<file path="src/pmps_pkg.sv">
package pmps_pkg;
	// ----------------------------------------
	// register map (byte addresses)
	// ----------------------------------------
	localparam logic [3:0] ADDR_CTRL = 4'h0;
	localparam logic [3:0] ADDR_STATUS = 4'h4;
	localparam logic [3:0] ADDR_WDLIMIT = 4'h8;
	localparam logic [3:0] ADDR_ERRINJ = 4'hc;
	// ctrl fields
	localparam int CTRL_SLEEPINV = 0;
	localparam int CTRL_QPUSEL = 1;
	localparam int CTRL_EDGEMODE = 2;
	localparam int CTRL_OVLODIS = 3;
	localparam int CTRL_CNTCLR = 4;
	localparam logic [31:0] CTRL_RESET = 32'h0000_0000;
	localparam logic [3:0] WDLIMIT_RESET = 4'h4;
	localparam logic [31:0] UNMAPPED_DATA = 32'hdead_0000;
	// ----------------------------------------
	// timing
	// ----------------------------------------
	localparam int CLK_MHZ = 250;
	localparam int WD_DELAY_US = 30;
	localparam int WD_DELAY_CYC = WD_DELAY_US * CLK_MHZ;
	localparam int WDCNT_W = 4;
	// ----------------------------------------
	// states, one-hot
	// ----------------------------------------
	typedef enum logic [5:0] {
		ST_LPOFF = 6'h01,
		ST_QPUOFF = 6'h02,
		ST_RUN = 6'h04,
		ST_SLEEP = 6'h08,
		ST_WDRST = 6'h10,
		ST_FAULTPD = 6'h20
	} pmps_state_e;
	// monitor inputs bundled
	typedef struct packed {
		logic vinOk;
		logic vinOvlo;
		logic thermalShutdown;
		logic trimCrcBad;
		logic fuseCrcBad;
	} pmps_mon_s;
endpackage

</file>
<file path="src/pmps_sync.sv">
`timescale 1ns/100ps
module pmps_sync #(
	parameter int W = 1
) (
	// clock and reset
	input wire logic core_clk,
	input wire logic rst,
	// data
	input wire logic [W-1:0] din,
	output logic [W-1:0] dout
);
	logic [W-1:0] meta_ff;
	logic [W-1:0] sync_ff;
	always_ff @(posedge core_clk) begin
		if (rst) begin
			meta_ff <= '0;
			sync_ff <= '0;
		end else begin
			meta_ff <= din;
			sync_ff <= meta_ff;
		end
	end
	assign dout = sync_ff;
endmodule // pmps_sync

</file>
<file path="src/pmps_power_state.sv">
// Added by the designer: the Avalon-MM register port and the placing of the registers.
`timescale 1ns/100ps
module pmps_power_state
	import pmps_pkg::*;
(
	// clock and reset
	input wire logic core_clk,
	input wire logic rst,
	// avalon-mm slave
	input wire logic [3:0] avs_address,
	input wire logic avs_read,
	input wire logic avs_write,
	input wire logic [31:0] avs_writedata,
	output logic [31:0] avs_readdata,
	output logic avs_waitrequest,
	// pins from host and monitors
	input wire logic standbyPin,
	input wire logic powerOnRequest,
	input wire logic testBypassEnable,
	input wire logic hardWdEvent,
	input wire pmps_mon_s monitors,
	// fuse load check results, same clock
	input wire logic loadDone,
	input wire logic trimCrcFail,
	input wire logic fuseCrcFail,
	// state outputs
	output pmps_state_e powerState,
	output logic systemOn
);
	// ----------------------------------------
	// input synchronisers
	// ----------------------------------------
	logic [8:0] pinRaw;
	logic [8:0] pinSync;
	assign pinRaw = {standbyPin, powerOnRequest, testBypassEnable, hardWdEvent, monitors};
	pmps_sync #(.W(9)) u_sync (
		.core_clk(core_clk),
		.rst(rst),
		.din(pinRaw),
		.dout(pinSync)
	);
	wire standbyS = pinSync[8];
	wire pwrOnS = pinSync[7];
	wire bypassS = pinSync[6];
	wire wdEventS = pinSync[5];
	wire vinOkS = pinSync[4];
	wire ovloS = pinSync[3];
	wire tsdS = pinSync[2];
	// ----------------------------------------
	// registers
	// ----------------------------------------
	logic [31:0] ctrl_ff;
	logic [WDCNT_W-1:0] wdLimit_ff;
	logic [WDCNT_W-1:0] wdCount_ff;
	logic trimErr_ff;
	logic fuseErr_ff;
	logic vinQual_ff;
	logic pwrOnPrev_ff;
	logic [15:0] wdTimer_ff;
	logic rdPend_ff;
	logic [31:0] rdData_ff;
	pmps_state_e state_ff;
	pmps_state_e nxt_state;
	wire sleepInv = ctrl_ff[CTRL_SLEEPINV];
	wire qpuSel = ctrl_ff[CTRL_QPUSEL];
	wire edgeMode = ctrl_ff[CTRL_EDGEMODE];
	wire ovloDis = ctrl_ff[CTRL_OVLODIS];
	// ----------------------------------------
	// bus decode
	// ----------------------------------------
	wire wrCtrl = avs_write && avs_address == ADDR_CTRL;
	wire wrLimit = avs_write && avs_address == ADDR_WDLIMIT;
	wire [31:0] statusWord = {16'h0000, 2'b00, state_ff, trimErr_ff, fuseErr_ff, vinQual_ff,
		bypassS, wdCount_ff};
	wire [31:0] rdMux = (avs_address == ADDR_CTRL) ? ctrl_ff :
		(avs_address == ADDR_STATUS) ? statusWord :
		(avs_address == ADDR_WDLIMIT) ? {28'h0000000, wdLimit_ff} :
		(avs_address == ADDR_ERRINJ) ? 32'h0000_0000 : UNMAPPED_DATA;
	assign avs_waitrequest = avs_read && !rdPend_ff;
	assign avs_readdata = rdData_ff;
	always_ff @(posedge core_clk) begin
		if (rst) begin
			rdPend_ff <= 1'b0;
			rdData_ff <= 32'h0000_0000;
		end else begin
			rdPend_ff <= avs_read && !rdPend_ff;
			rdData_ff <= rdMux;
		end
	end
	// ----------------------------------------
	// control and flags
	// ----------------------------------------
	wire vinFirstQual = vinOkS && !vinQual_ff;
	always_ff @(posedge core_clk) begin
		if (rst) begin
			ctrl_ff <= CTRL_RESET;
			wdLimit_ff <= WDLIMIT_RESET;
			vinQual_ff <= 1'b0;
		end else begin
			vinQual_ff <= vinQual_ff | vinOkS;
			if (wrCtrl)
				ctrl_ff <= {27'h0000000, 1'b0, avs_writedata[3:0]};
			if (wrLimit)
				wdLimit_ff <= avs_writedata[WDCNT_W-1:0];
			if (vinFirstQual)
				ctrl_ff[CTRL_QPUSEL] <= 1'b0;
		end
	end
	always_ff @(posedge core_clk) begin
		if (rst) begin
			trimErr_ff <= 1'b0;
			fuseErr_ff <= 1'b0;
		end else if (loadDone) begin
			trimErr_ff <= trimCrcFail;
			fuseErr_ff <= fuseCrcFail;
		end
	end
	// ----------------------------------------
	// transition conditions
	// ----------------------------------------
	wire sleepReq = standbyS ^ sleepInv;
	wire supplyOk = vinOkS && (ovloDis || !ovloS) && !tsdS && !trimErr_ff && !fuseErr_ff;
	wire pwrFall = pwrOnPrev_ff && !pwrOnS;
	wire levelEvt = !edgeMode && pwrOnS;
	wire edgeEvt = edgeMode && pwrFall;
	wire powerUpEvt = supplyOk && (levelEvt || edgeEvt);
	wire lpToQpu = bypassS || qpuSel || powerUpEvt;
	wire wdDone = wdTimer_ff == 16'(WD_DELAY_CYC - 1);
	wire isOn = state_ff == ST_RUN || state_ff == ST_SLEEP;
	always_comb begin
		nxt_state = state_ff;
		case (state_ff)
			ST_LPOFF: begin
				if (lpToQpu)
					nxt_state = ST_QPUOFF;
			end
			ST_RUN: begin
				if (wdEventS)
					nxt_state = ST_WDRST;
				else if (sleepReq)
					nxt_state = ST_SLEEP;
			end
			ST_SLEEP: begin
				if (wdEventS)
					nxt_state = ST_WDRST;
				else if (!sleepReq)
					nxt_state = ST_RUN;
			end
			ST_WDRST: begin
				if (wdCount_ff >= wdLimit_ff)
					nxt_state = ST_FAULTPD;
				else if (wdDone)
					nxt_state = ST_RUN;
			end
			ST_QPUOFF: begin
				// power-up sequence lives elsewhere; direct hop to run stands in for it
				if (powerUpEvt)
					nxt_state = ST_RUN;
			end
			ST_FAULTPD: nxt_state = ST_FAULTPD;
			default: nxt_state = ST_LPOFF;
		endcase
	end
	// ----------------------------------------
	// state, counter, timer
	// ----------------------------------------
	wire wdEntry = nxt_state == ST_WDRST && state_ff != ST_WDRST;
	always_ff @(posedge core_clk) begin
		if (rst) begin
			state_ff <= ST_LPOFF;
			pwrOnPrev_ff <= 1'b0;
		end else begin
			state_ff <= nxt_state;
			pwrOnPrev_ff <= pwrOnS;
		end
	end
	always_ff @(posedge core_clk) begin
		if (rst)
			wdCount_ff <= '0;
		else if (wdEntry)
			wdCount_ff <= wdCount_ff + 1'b1;
		else if (wrCtrl && avs_writedata[CTRL_CNTCLR])
			wdCount_ff <= '0;
	end
	always_ff @(posedge core_clk) begin
		if (rst || state_ff != ST_WDRST)
			wdTimer_ff <= '0;
		else if (!wdDone)
			wdTimer_ff <= wdTimer_ff + 1'b1;
	end
	assign powerState = state_ff;
	assign systemOn = isOn;
	// ----------------------------------------
	// assertions
	// ----------------------------------------
	property p_wake;
		@(posedge core_clk) disable iff (rst) state_ff == ST_SLEEP && !wdEventS && !sleepReq |=> state_ff == ST_RUN;
	endproperty
	a_wake: assert property (p_wake) else $error("sleep did not wake");
	property p_sleep;
		@(posedge core_clk) disable iff (rst) state_ff == ST_RUN && !wdEventS && sleepReq |=> state_ff == ST_SLEEP;
	endproperty
	a_sleep: assert property (p_sleep) else $error("run did not sleep");
	property p_wdEnter;
		@(posedge core_clk) disable iff (rst) isOn && wdEventS |=> state_ff == ST_WDRST;
	endproperty
	a_wdEnter: assert property (p_wdEnter) else $error("watchdog entry missed");
	// dwell counter, independent of the exit timer
	logic [15:0] wdDwell_ff;
	always_ff @(posedge core_clk) begin
		if (rst || state_ff != ST_WDRST)
			wdDwell_ff <= '0;
		else
			wdDwell_ff <= wdDwell_ff + 16'h0001;
	end
	property p_wdExit;
		@(posedge core_clk) disable iff (rst) state_ff == ST_WDRST && wdCount_ff < wdLimit_ff
			|=> state_ff == (($past(wdDwell_ff) == 16'(WD_DELAY_CYC - 1)) ? ST_RUN : ST_WDRST);
	endproperty
	a_wdExit: assert property (p_wdExit) else $error("watchdog exit timing wrong");
	property p_fault;
		@(posedge core_clk) disable iff (rst) state_ff == ST_WDRST && wdCount_ff == wdLimit_ff |=> state_ff == ST_FAULTPD;
	endproperty
	a_fault: assert property (p_fault) else $error("fault escalation missed");
	property p_bypass;
		@(posedge core_clk) disable iff (rst) state_ff == ST_LPOFF && (bypassS || qpuSel) |=> state_ff == ST_QPUOFF;
	endproperty
	a_bypass: assert property (p_bypass) else $error("quick off not entered");
	property p_lpHold;
		@(posedge core_clk) disable iff (rst) state_ff == ST_LPOFF && !bypassS && !qpuSel && !supplyOk
			|=> state_ff == ST_LPOFF;
	endproperty
	a_lpHold: assert property (p_lpHold) else $error("left low-power off unqualified");
	property p_count;
		@(posedge core_clk) disable iff (rst) wdEntry |=> wdCount_ff == $past(wdCount_ff) + 1'b1;
	endproperty
	a_count: assert property (p_count) else $error("event count not incremented");
	property p_qpuClr;
		@(posedge core_clk) disable iff (rst) vinFirstQual |=> !qpuSel;
	endproperty
	a_qpuClr: assert property (p_qpuClr) else $error("quick select not cleared");
	c_wd: cover property (@(posedge core_clk) disable iff (rst) state_ff == ST_WDRST ##1 state_ff == ST_RUN);
	c_fault: cover property (@(posedge core_clk) disable iff (rst) state_ff == ST_FAULTPD);
	c_sleep: cover property (@(posedge core_clk) disable iff (rst) state_ff == ST_SLEEP ##1 state_ff == ST_RUN);
	c_qpu: cover property (@(posedge core_clk) disable iff (rst) state_ff == ST_LPOFF ##1 state_ff == ST_QPUOFF);
endmodule // pmps_power_state

</file>
<file path="config.mk">
export PLATFORM = sky130hd
export DESIGN_NAME = pmps_power_state
export DESIGN_NICKNAME = d
export VERILOG_FILES = /design/src/pmps_pkg.sv /design/src/pmps_sync.sv /design/src/pmps_power_state.sv
export SDC_FILE = /design/constraint.sdc
export NUM_CORES = 1
export LEC_CHECK = 0
export BUFFER_PORTS_ARGS = -buffer_cell sky130_fd_sc_hd__buf_2
export CAP_MARGIN = 20
export CORE_MARGIN = 3
export CORE_UTILIZATION = 30
export CTS_CLUSTER_SIZE = 20
export DETAILED_ROUTE_END_ITERATION = 10
export PLACE_DENSITY = 0.6
export SYNTH_ARGS = -nofsm -noshare
export SYNTH_HDL_FRONTEND = slang
export SYNTH_HIERARCHICAL = 1
export SYNTH_SLANG_ARGS = --single-unit
</file>
<file path="constraint.sdc">
create_clock -name core_clk -period 4 [get_ports core_clk]
set_clock_uncertainty 0.2 [all_clocks]
set_input_delay 0.2 -clock core_clk [delete_from_list [all_inputs] [get_ports core_clk]]
set_output_delay 0.2 -clock core_clk [all_outputs]
set_load 0.01 [all_outputs]
</file>
-- Yosys cells after proc, flatten, opt, wreduce, memory -nomap -nowiden
Cells that the tools add are included.
Widths: inputs -> output; s select.
- bits of input ports: 52
- logic and storage cells: 81
- output and inout port bits: 40
- flip-flop bits (word level): 89
- magnitude comparators: 1
- add/sub/neg operators: 2
- reduce and logical (&&, ||, !) cells: 33
- equal/unequal tests: 12
- mux-type cells: 15
- bitwise logic cells: 2
- operators by type and width (kind ; count):
    $mux 6 ; 8
    $pmux 6 s6 ; 1
    $mux 32 ; 1
    $mux 14 ; 2
    $add 16x1->16 const B ; 1
    $eq 16x13->1 const B ; 1
    $logic_and 1x1->1 ; 14
    $eq 6x5->1 const B ; 2
    $mux 4 ; 3
    $eq 4x4->1 const B ; 2
    $logic_not 1->1 ; 8
    $eq 6x1->1 const B ; 1
    $eq 6x2->1 const B ; 1
    $eq 6x3->1 const B ; 1
    $eq 6x4->1 const B ; 1
    $eq 6x6->1 const B ; 1
    $logic_or 1x1->1 ; 6
    $ne 6x5->1 const B ; 1
    $add 4x1->4 const B ; 1
    $eq 4x3->1 const B ; 1
    $ge 4x4->1 ; 1
    $logic_not 4->1 ; 1
    $reduce_or 2->1 ; 2
    $reduce_or 4->1 ; 1
    3 further kinds ; 3

-- Logic depth before layout (Yosys ltp)
Gate-level depths: netlist of the first run.
- depth in word-level cells: 13
- depth in mapped cells: 6
- mapped depth without buffers: 6

-- Cells and area by module
The synthesis of the first run kept the hierarchy.
- by module, submodules not included (module ; instances ; area an instance (µm²) ; cells each ; sequential area each (µm²)):
    pmps_power_state ; 1 ; 2560.0 ; 287 ; 1081.0
    pmps_sync ; 1 ; 489.2 ; 37 ; 360.3

-- Worst setup path after synthesis of the first run
No wires, ideal clock.
- kind: reg-to-reg
- start point: reg state_ff[2], in the netlist powerState[2]
- end point: reg wdCount_ff[2]
- library setup time: 74 ps
- required time: 3726 ps
- path slack: 2236 ps
- arrival time: 1490 ps
- stages on the path, launching flop included: 6
- clock period less this slack: 1764 ps
- path buffers: 1
- path through: dfxtp_1 buf_2 xor2_1 nand3_4 or3b_1 a31oi_1
- cells in the longest elaborated chain, start to end: 6
- elaborated cells on any way between the ends: 20
- classes of those cells: eq/ne (8); mux (10); reduce/logical (2)
- RTL lines (what ; line ; text):
    start: declaration ; pmps_power_state.sv:62 ; pmps_state_e state_ff;
    start signal: assignment ; pmps_power_state.sv:173 ; state_ff <= nxt_state;
    $mux 6, on equally long branches ; pmps_power_state.sv:152, pmps_power_state.sv:140, pmps_power_state.sv:146 ;
    $mux 6, on equally long branches ; pmps_power_state.sv:150, pmps_power_state.sv:138, pmps_power_state.sv:144 ;
    $pmux 6 s6 ; pmps_power_state.sv:132 ; case (state_ff)
    $eq 6x5->1 ; pmps_power_state.sv:167 ; wire wdEntry = nxt_state == ST_WDRST && state_ff != ST_WDRST;
    $logic_and 1x1->1 (*) ; pmps_power_state.sv:167 ;
    $mux 4 or $reduce_bool 2->1 (tied branches) ; n/a ;
    end signal: assignment ; pmps_power_state.sv:181 ; wdCount_ff <= wdCount_ff + 1'b1;
    end: declaration ; pmps_power_state.sv:54 ; logic [WDCNT_W-1:0] wdCount_ff;
Mark *: on every way between the ends. The rest lies on a longest branch, timed or not.
A chain may end at the register's enable or synchronous reset.

-- Worst setup path in the final report of the first run
- start point: in avs_address[1]
- end point: reg ctrl_ff[2]
- cells in the longest elaborated chain, start to end: 2
- RTL lines (what ; line ; text):
    start: declaration ; pmps_power_state.sv:10 ; input wire logic [3:0] avs_address,
    $logic_not 4->1 ; pmps_power_state.sv:71 ; wire wrCtrl = avs_write && avs_address == ADDR_CTRL;
    $logic_and 1x1->1 ; pmps_power_state.sv:71 ;
    end signal: assignment ; pmps_power_state.sv:102 ; ctrl_ff <= {27'h0000000, 1'b0, avs_writedata[3:0]};
    end: declaration ; pmps_power_state.sv:52 ; logic [31:0] ctrl_ff;
No other way between the ends.

==> results of run 1 <==
==> through the flow <==
step                      worst slack [ns]  power (W)  instances
final                                 1.82    0.00129        514
after global routing                  1.71    0.00134        514
after CTS                             1.88    0.00131        514
after detailed placement              1.91   0.000793        479
after global placement                1.86   0.000792        479
after floorplan                       2.24   0.000774        322
==> power by group through the flow <==
stage / Clock, W / Combinational [W] / Sequential (W)
2_1_floorplan: 0 / 0.0000587 / 0.000716
3_3_place_gp: 0 / 0.0000757 / 0.000716
3_5_place_dp: 0 / 0.0000764 / 0.000717
4_1_cts: 0.000517 / 0.0000910 / 0.000701
5_1_grt: 0.000543 / 0.0000996 / 0.000702
6_report: 0.000496 / 0.0000911 / 0.000701
==> placed cells by master, fill, tap and decap left out, drive strengths merged, types with 4 or more instances in the layout <==
cell type	instances
and4	5
and2b	5
nor3	4
nor2b	18
nor4	6
mux2i	7
o21ai	9
dlygate4sd3	19
or3	4
nand2	12
clkbuf	9
inv	15
ha	6
nor2	29
clkinv	5
buf	55
conb	7
nand4	7
a21oi	19
dfxtp	68
and2	11
nand3	17
xor2	13
==> final cells by class <==
type	instances	area, µm²
Clock buffer	9	124
Clock inverter	7	52.6
Fill cell	970	5790
Inverter	14	52.6
Multi-Input combinational cell	213	1370
Sequential cell	68	1360
Tap cell	129	161
Timing Repair Buffer	74	465
==> path summary, 6_finish.rpt <==
kind                startpoint        endpoint  cells past startpoint
max             avs_address[1]      ctrl_ff[2]                      6
min                   avs_read       rdPend_ff                      3
max reg2reg      powerState[1]   wdTimer_ff[2]                      3
min reg2reg  u_sync/meta_ff[8]  u_sync/dout[8]                      1
==> flip-flops by register name, indices dropped and copies added (netlist names) <==
| signal | count |
|---|---|
| rdPend_ff | 1 |
| powerState | 6 |
| fuseErr_ff | 1 |
| trimErr_ff | 1 |
| ctrl_ff | 4 |
| vinQual_ff | 1 |
| u_sync/meta_ff | 7 |
| pwrOnPrev_ff | 1 |
| u_sync/dout | 7 |
| wdCount_ff | 4 |
| avs_readdata | 15 |
| wdLimit_ff | 4 |
| wdTimer_ff | 16 |
==> critical path: stages <==
cell           delay [ns]
dlygate4sd3_1        0.52
buf_2                0.14
nor4_2               0.54
nand3_1              0.14
dlygate4sd3_1        0.59
a21oi_1              0.12
==> metal layers <==
| layer | vias up | GRT usage (%) |
|---|---|---|
| met5 | - | 0 |
| met1 | 1059 | 13.4 |
| li1 | 1195 | - |
| met3 | 10 | 3.15 |
| met2 | 49 | 17.8 |
| met4 | 0 | 4.87 |
==> summary.txt, run 1 <==
STA
  • Unrepaired setup endpoints after global routing: no
  • Slew Viols, Final: 0
  • Final hold viol count: 0
  • Crit path time final: 2.18 ns
  • Worst Tran Pin Value: 0.651 ns
  • Rel. slew slack: 56.6%
  • Fmax: 458 MHz
  • Tcrit/Tclk final: 54.6%
  • Setup TNS: 0 ns
  • Setup violators final: 0
  • Hold WS: 0.0310 ns

Clocking
  • Clock Tree Buf Depth: 2
  • Postcts setup bufs: 0
  • CTS tree: yes
  • Clock slew at reported path FFs: 0.08 ns
  • Clock sinks: 68
  • H-tree depth: 3
  • Root Driver: clkbuf_8
  • Clock buffer count from CTS: 9
  • Post-CTS Resized: 0
  • Clk_lat worst skew: 0.34 ns
  • Hold Buf Count CTS: 19

Routing
  • Number of nets with antenna violations after routing: 0
  • Drt total wl: 5.90 mm
  • Routed via count: 2313
  • Met2 wire len: 2.69 mm
  • Met1 Wirelength: 2.81 mm
  • # DRC: 0
  • Met3 routed WL: 266 µm
  • Iteration-0 DRC Markers: 53
  • Highest metal used: met4
  • WL/cell: 11.5 µm
  • Drt pass-1 iters: 5
  • Ratio of routed vias to standard cells: 4.50

Job
  • Maxcap violations: 0

Setup path
  • CP required: 4.07 ns
  • R2R Setup Slk: 1.97 ns
  • CP Launch Type: input pin
  • Worst Path Arrival: 2.26 ns
  • CP Capture Type: register
  • Crit-path max FO: 6
  • Setup CP Type: input pin to register

Status
  • Status: completed

Cells and area
  • Post-layout net count: 438
  • Design area: 3580 µm²
  • Layout cells sized above 1: 20.5%
  • Area delta synth->final: 21.8%
  • Utilization after layout: 38.2%
  • N_diodes: 0

Pwr
  • Net Sw Power: 0.000324 W
  • Sw Share: 25.2%
  • P_int: 0.000964 W
  • Combinational power share: 7.1%
  • Sequential Power Share: 54.4%
  • Power Dens Cells: 359 nW/µm²
  • Clk pwr share: 38.5%
  • Leak pwr: 1.48 nW
  • VDD IR max: 0.179 mV

Min path
  • Worst Hold Class: input pin to register

Floorplanning
  • Die width: 105 µm
  • Die H: 105 µm
  • FP Rows: 35
  • Starting Density: 31.4%
  • Die area: 11000 µm²
  • Io pins: 92
  • Core Area: 9370 µm²

Global route
  • Vias in the first global route: 2186
  • GRT overflow: 0
  • Gr usage total: 10.9%
  • Pin count of the biggest net entering global routing: 37
  • First-pass GRT wire length: 9.83 mm
  • Initial antenna violation count: 0

Yosys
  • Syn_area_per_cell: 9.31 µm²
  • Mapped Cells: 316
  • Synth Warn #: 6
  • Synthesized area: 2940 µm²

Place
  • Hpwl dp: 4.16 mm
  • IO buf count: 55
  • Post-placement cell area: 3220 µm²
  • GPL Wtd Cong: 0.784
No activity file was read; power rests on OpenSTA's default activity.
==> inputs of run 2 (changes only) <==
Settings changed: ABC_AREA set to 1.
Clock period 4 ns to 2.2 ns, I/O delays scaled along.
==> summary.txt, run 2 <==
Status
  • Status: completed (unchanged)

Routing
  • # DRC: 0 (unchanged)
  • WL/cell: 10.6 µm (was 11.5 µm)
  • Drt total wl: 6.73 mm (was 5.90 mm)
  • Iteration-0 DRC Markers: 120 (was 53)
  • Ratio of routed vias to standard cells: 4.25 (was 4.50)
  • Routed via count: 2706 (was 2313)
  • Drt pass-1 iters: 4 (was 5)
  • Number of nets with antenna violations after routing: 0 (unchanged)

Floorplanning
  • Io pins: 92 (unchanged)
  • Starting Density: 31.1% (was 31.4%)
  • Die H: 107 µm (was 105 µm)
  • Die area: 11400 µm² (was 11000 µm²)
  • Core Area: 9820 µm² (was 9370 µm²)
  • Die width: 107 µm (was 105 µm)
  • FP Rows: 36 (was 35)

Pwr
  • P_int: 0.00175 W (was 0.000964 W)
  • Combinational power share: 7.3% (was 7.1%)
  • Sw Share: 25.6% (was 25.2%)
  • Leak pwr: 1.67 nW (was 1.48 nW)
  • Sequential Power Share: 54.0% (was 54.4%)
  • Power Dens Cells: 613 nW/µm² (was 359 nW/µm²)
  • Clk pwr share: 38.7% (was 38.5%)
  • VDD IR max: 0.315 mV (was 0.179 mV)
  • Net Sw Power: 0.000600 W (was 0.000324 W)

Cells and area
  • Biggest register: wdTimer_ff (unchanged)
  • Largest register FFs: 16 (unchanged)
  • N_diodes: 0 (unchanged)
  • Commonest cells after routing, fill and taps aside: nand2_1 (85), dfxtp_1 (68), inv_1 (65), buf_2 (55), nor2_1 (54) (was dfxtp_1 (68), buf_2 (55), nor2_1 (29), a21oi_1 (19), dlygate4sd3_1 (19))
  • Commonest non-fill, non-tap cell in the layout: nand2_1 (was dfxtp_1)
  • Post-layout net count: 556 (was 438)
  • Layout cells sized above 1: 17.9% (was 20.5%)
  • Area delta synth->final: 25.3% (was 21.8%)

Setup path
  • CP cell instances: dlygate4sd3_1, buf_2, nand2_4, o21ai_0, dlygate4sd3_1, a21oi_1, dlygate4sd3_1 (was dlygate4sd3_1, buf_2, nor4_2, nand3_1, dlygate4sd3_1, a21oi_1)
  • CP required: 2.29 ns (was 4.07 ns)
  • Critical-path top delay cell: dlygate4sd3_1 (unchanged)
  • Reg2reg start: wdTimer_ff[0] (was powerState[1])
  • Worst Path Arrival: 2.24 ns (was 2.26 ns)
  • Critical path launch point: avs_write (was avs_address[1])
  • Most frequent CP cell: dlygate4sd3_1 (unchanged)
  • Crit-path max FO: 7 (was 6)
  • Setup CP Type: input pin to register (unchanged)
  • CP Capture Type: register (unchanged)
  • Critical path's largest stage delay: 0.58 ns (was 0.59 ns)
  • CP Launch Type: input pin (unchanged)

Global route
  • First-pass GRT wire length: 11.7 mm (was 9.83 mm)
  • Vias in the first global route: 2615 (was 2186)
  • Pin count of the biggest net entering global routing: 31 (was 37)
  • GRT overflow: 0 (unchanged)
  • Gr usage total: 12.8% (was 10.9%)
  • Initial antenna violation count: 0 (unchanged)

STA
  • Final hold viol count: 0 (unchanged)
  • Setup violators final: 0 (unchanged)
  • Slew Viols, Final: 0 (unchanged)
  • Unrepaired setup endpoints after global routing: no (unchanged)
  • Fmax: 465 MHz
  • Setup TNS: 0 ns (unchanged)
  • Tcrit/Tclk final: 97.8%
  • Crit path time final: 2.15 ns
  • Worst Setup Slack, final: 0.0475 ns (was 1.82 ns)

Clocking
  • Post-CTS Resized: 0 (unchanged)
  • Root Driver: clkbuf_8 (unchanged)
  • H-tree depth: 3 (unchanged)
  • Clock sinks: 68 (unchanged)
  • Clock slew at reported path FFs: 0.08 ns (about the same)
  • Clk_lat worst skew: 0.35 ns (was 0.34 ns)
  • Clock Tree Buf Depth: 2 (unchanged)
  • Clock buffer count from CTS: 9 (unchanged)
  • Postcts setup bufs: 0 (unchanged)
  • CTS tree: yes (unchanged)

Place
  • Hpwl dp: 4.82 mm (was 4.16 mm)
  • Dpl ws: 0.375 ns (was 1.91 ns)
  • IO buf count: 55 (unchanged)
  • GPL Wtd Cong: 0.794 (was 0.784)

Yosys
  • Mapped Cells: 417 (was 316)
  • Synth Warn #: 6 (unchanged)
  • Synthesized area: 3060 µm² (was 2940 µm²)
  • Syn_area_per_cell: 7.33 µm² (was 9.31 µm²)

Min path
  • Hold Path Origin: rst (was avs_read)
  • Worst Hold Class: input pin to register (unchanged)

Job
  • Maxcap violations: 0 (unchanged)
## run 2: cell types whose count changed in the layout (fill, tap and decap cells not counted), sizes merged, moves of 5 or more
cell,change
nand2,+76
inv,+53
nor2,+35
nor2b,-18
a21oi,+14
nand3,+12
xor2,-12
and2,-11
dlygate4sd3,+10
mux2i,-7
o21ai,+6
and2b,-5
and4,-5
## run 2: worst paths after layout
check / end / slack (ns) / depth (start not counted)
hold / removal: wdLimit_ff[3] / 0.01 / 4
hold reg to reg: u_sync/dout[4] / 0.21 / 2
setup reg to reg: wdTimer_ff[10] / 0.37 / 6
setup / recovery: ctrl_ff[3] / 0.05 / 7
## run 2: power groups by stage
stage          registers, W  logic (W)  clock network, W
5_1_grt             0.00127   0.000195           0.00100
3_3_place_gp        0.00130   0.000138                 0
6_report            0.00127   0.000171          0.000908
3_5_place_dp        0.00130   0.000139                 0
2_1_floorplan       0.00130   0.000108                 0
4_1_cts             0.00127   0.000171          0.000939
## run 2: through the flow
| step | instances | hold WS, ns | area [µm²] | util, % | power [W] |
|---|---|---|---|---|---|
| after floorplan | 423 | 0.0170 | 3080 | - | 0.00141 |
| after global placement | 591 | 0.110 | 3370 | 34.3 | 0.00143 |
| after detailed placement | 591 | 0.118 | 3370 | 34.3 | 0.00144 |
| after CTS | 636 | 0.00343 | 3830 | 39.0 | 0.00238 |
| after global routing | 636 | 0.0340 | 3830 | 39.0 | 0.00247 |
| final | 636 | 0.0104 | 3830 | 39.0 | 0.00235 |
## run 2: per-layer routing
layer / part of all wire [%] / vias up / global-route usage, % / wire, µm
li1: - / 1450 / - / -
met1: 45 / 1188 / 15.9 / 3040
met2: 49 / 58 / 21.4 / 3300
met3: 4.9 / 10 / 4.15 / 328
met4: 0.97 / 0 / 3.29 / 65
met5: 0 / - / 0 / 0
## run 2: timing repair
action	CTS	global route
hold endpoints to repair	27	0
endpoints found under the setup margin	0	0
hold buffers	29	0
## run 2: final cells by class
| cell class | count | area [µm²] |
|---|---|---|
| Fill cell | 1071 | 5990 |
| Sequential cell | 68 | 1360 |
| Multi-Input combinational cell | 265 | 1290 |
| Timing Repair Buffer | 86 | 581 |
| Inverter | 68 | 260 |
| Tap cell | 133 | 166 |
| Clock buffer | 11 | 131 |
| Clock inverter | 5 | 37.5 |
## run 2: worst max-delay path: cells and delay by family
kind | cells | cell delay (ns)
buffers and inverters | 4 | 1.83
AOI/OAI and AO/OA | 2 | 0.20
and+or+nand+nor | 1 | 0.10
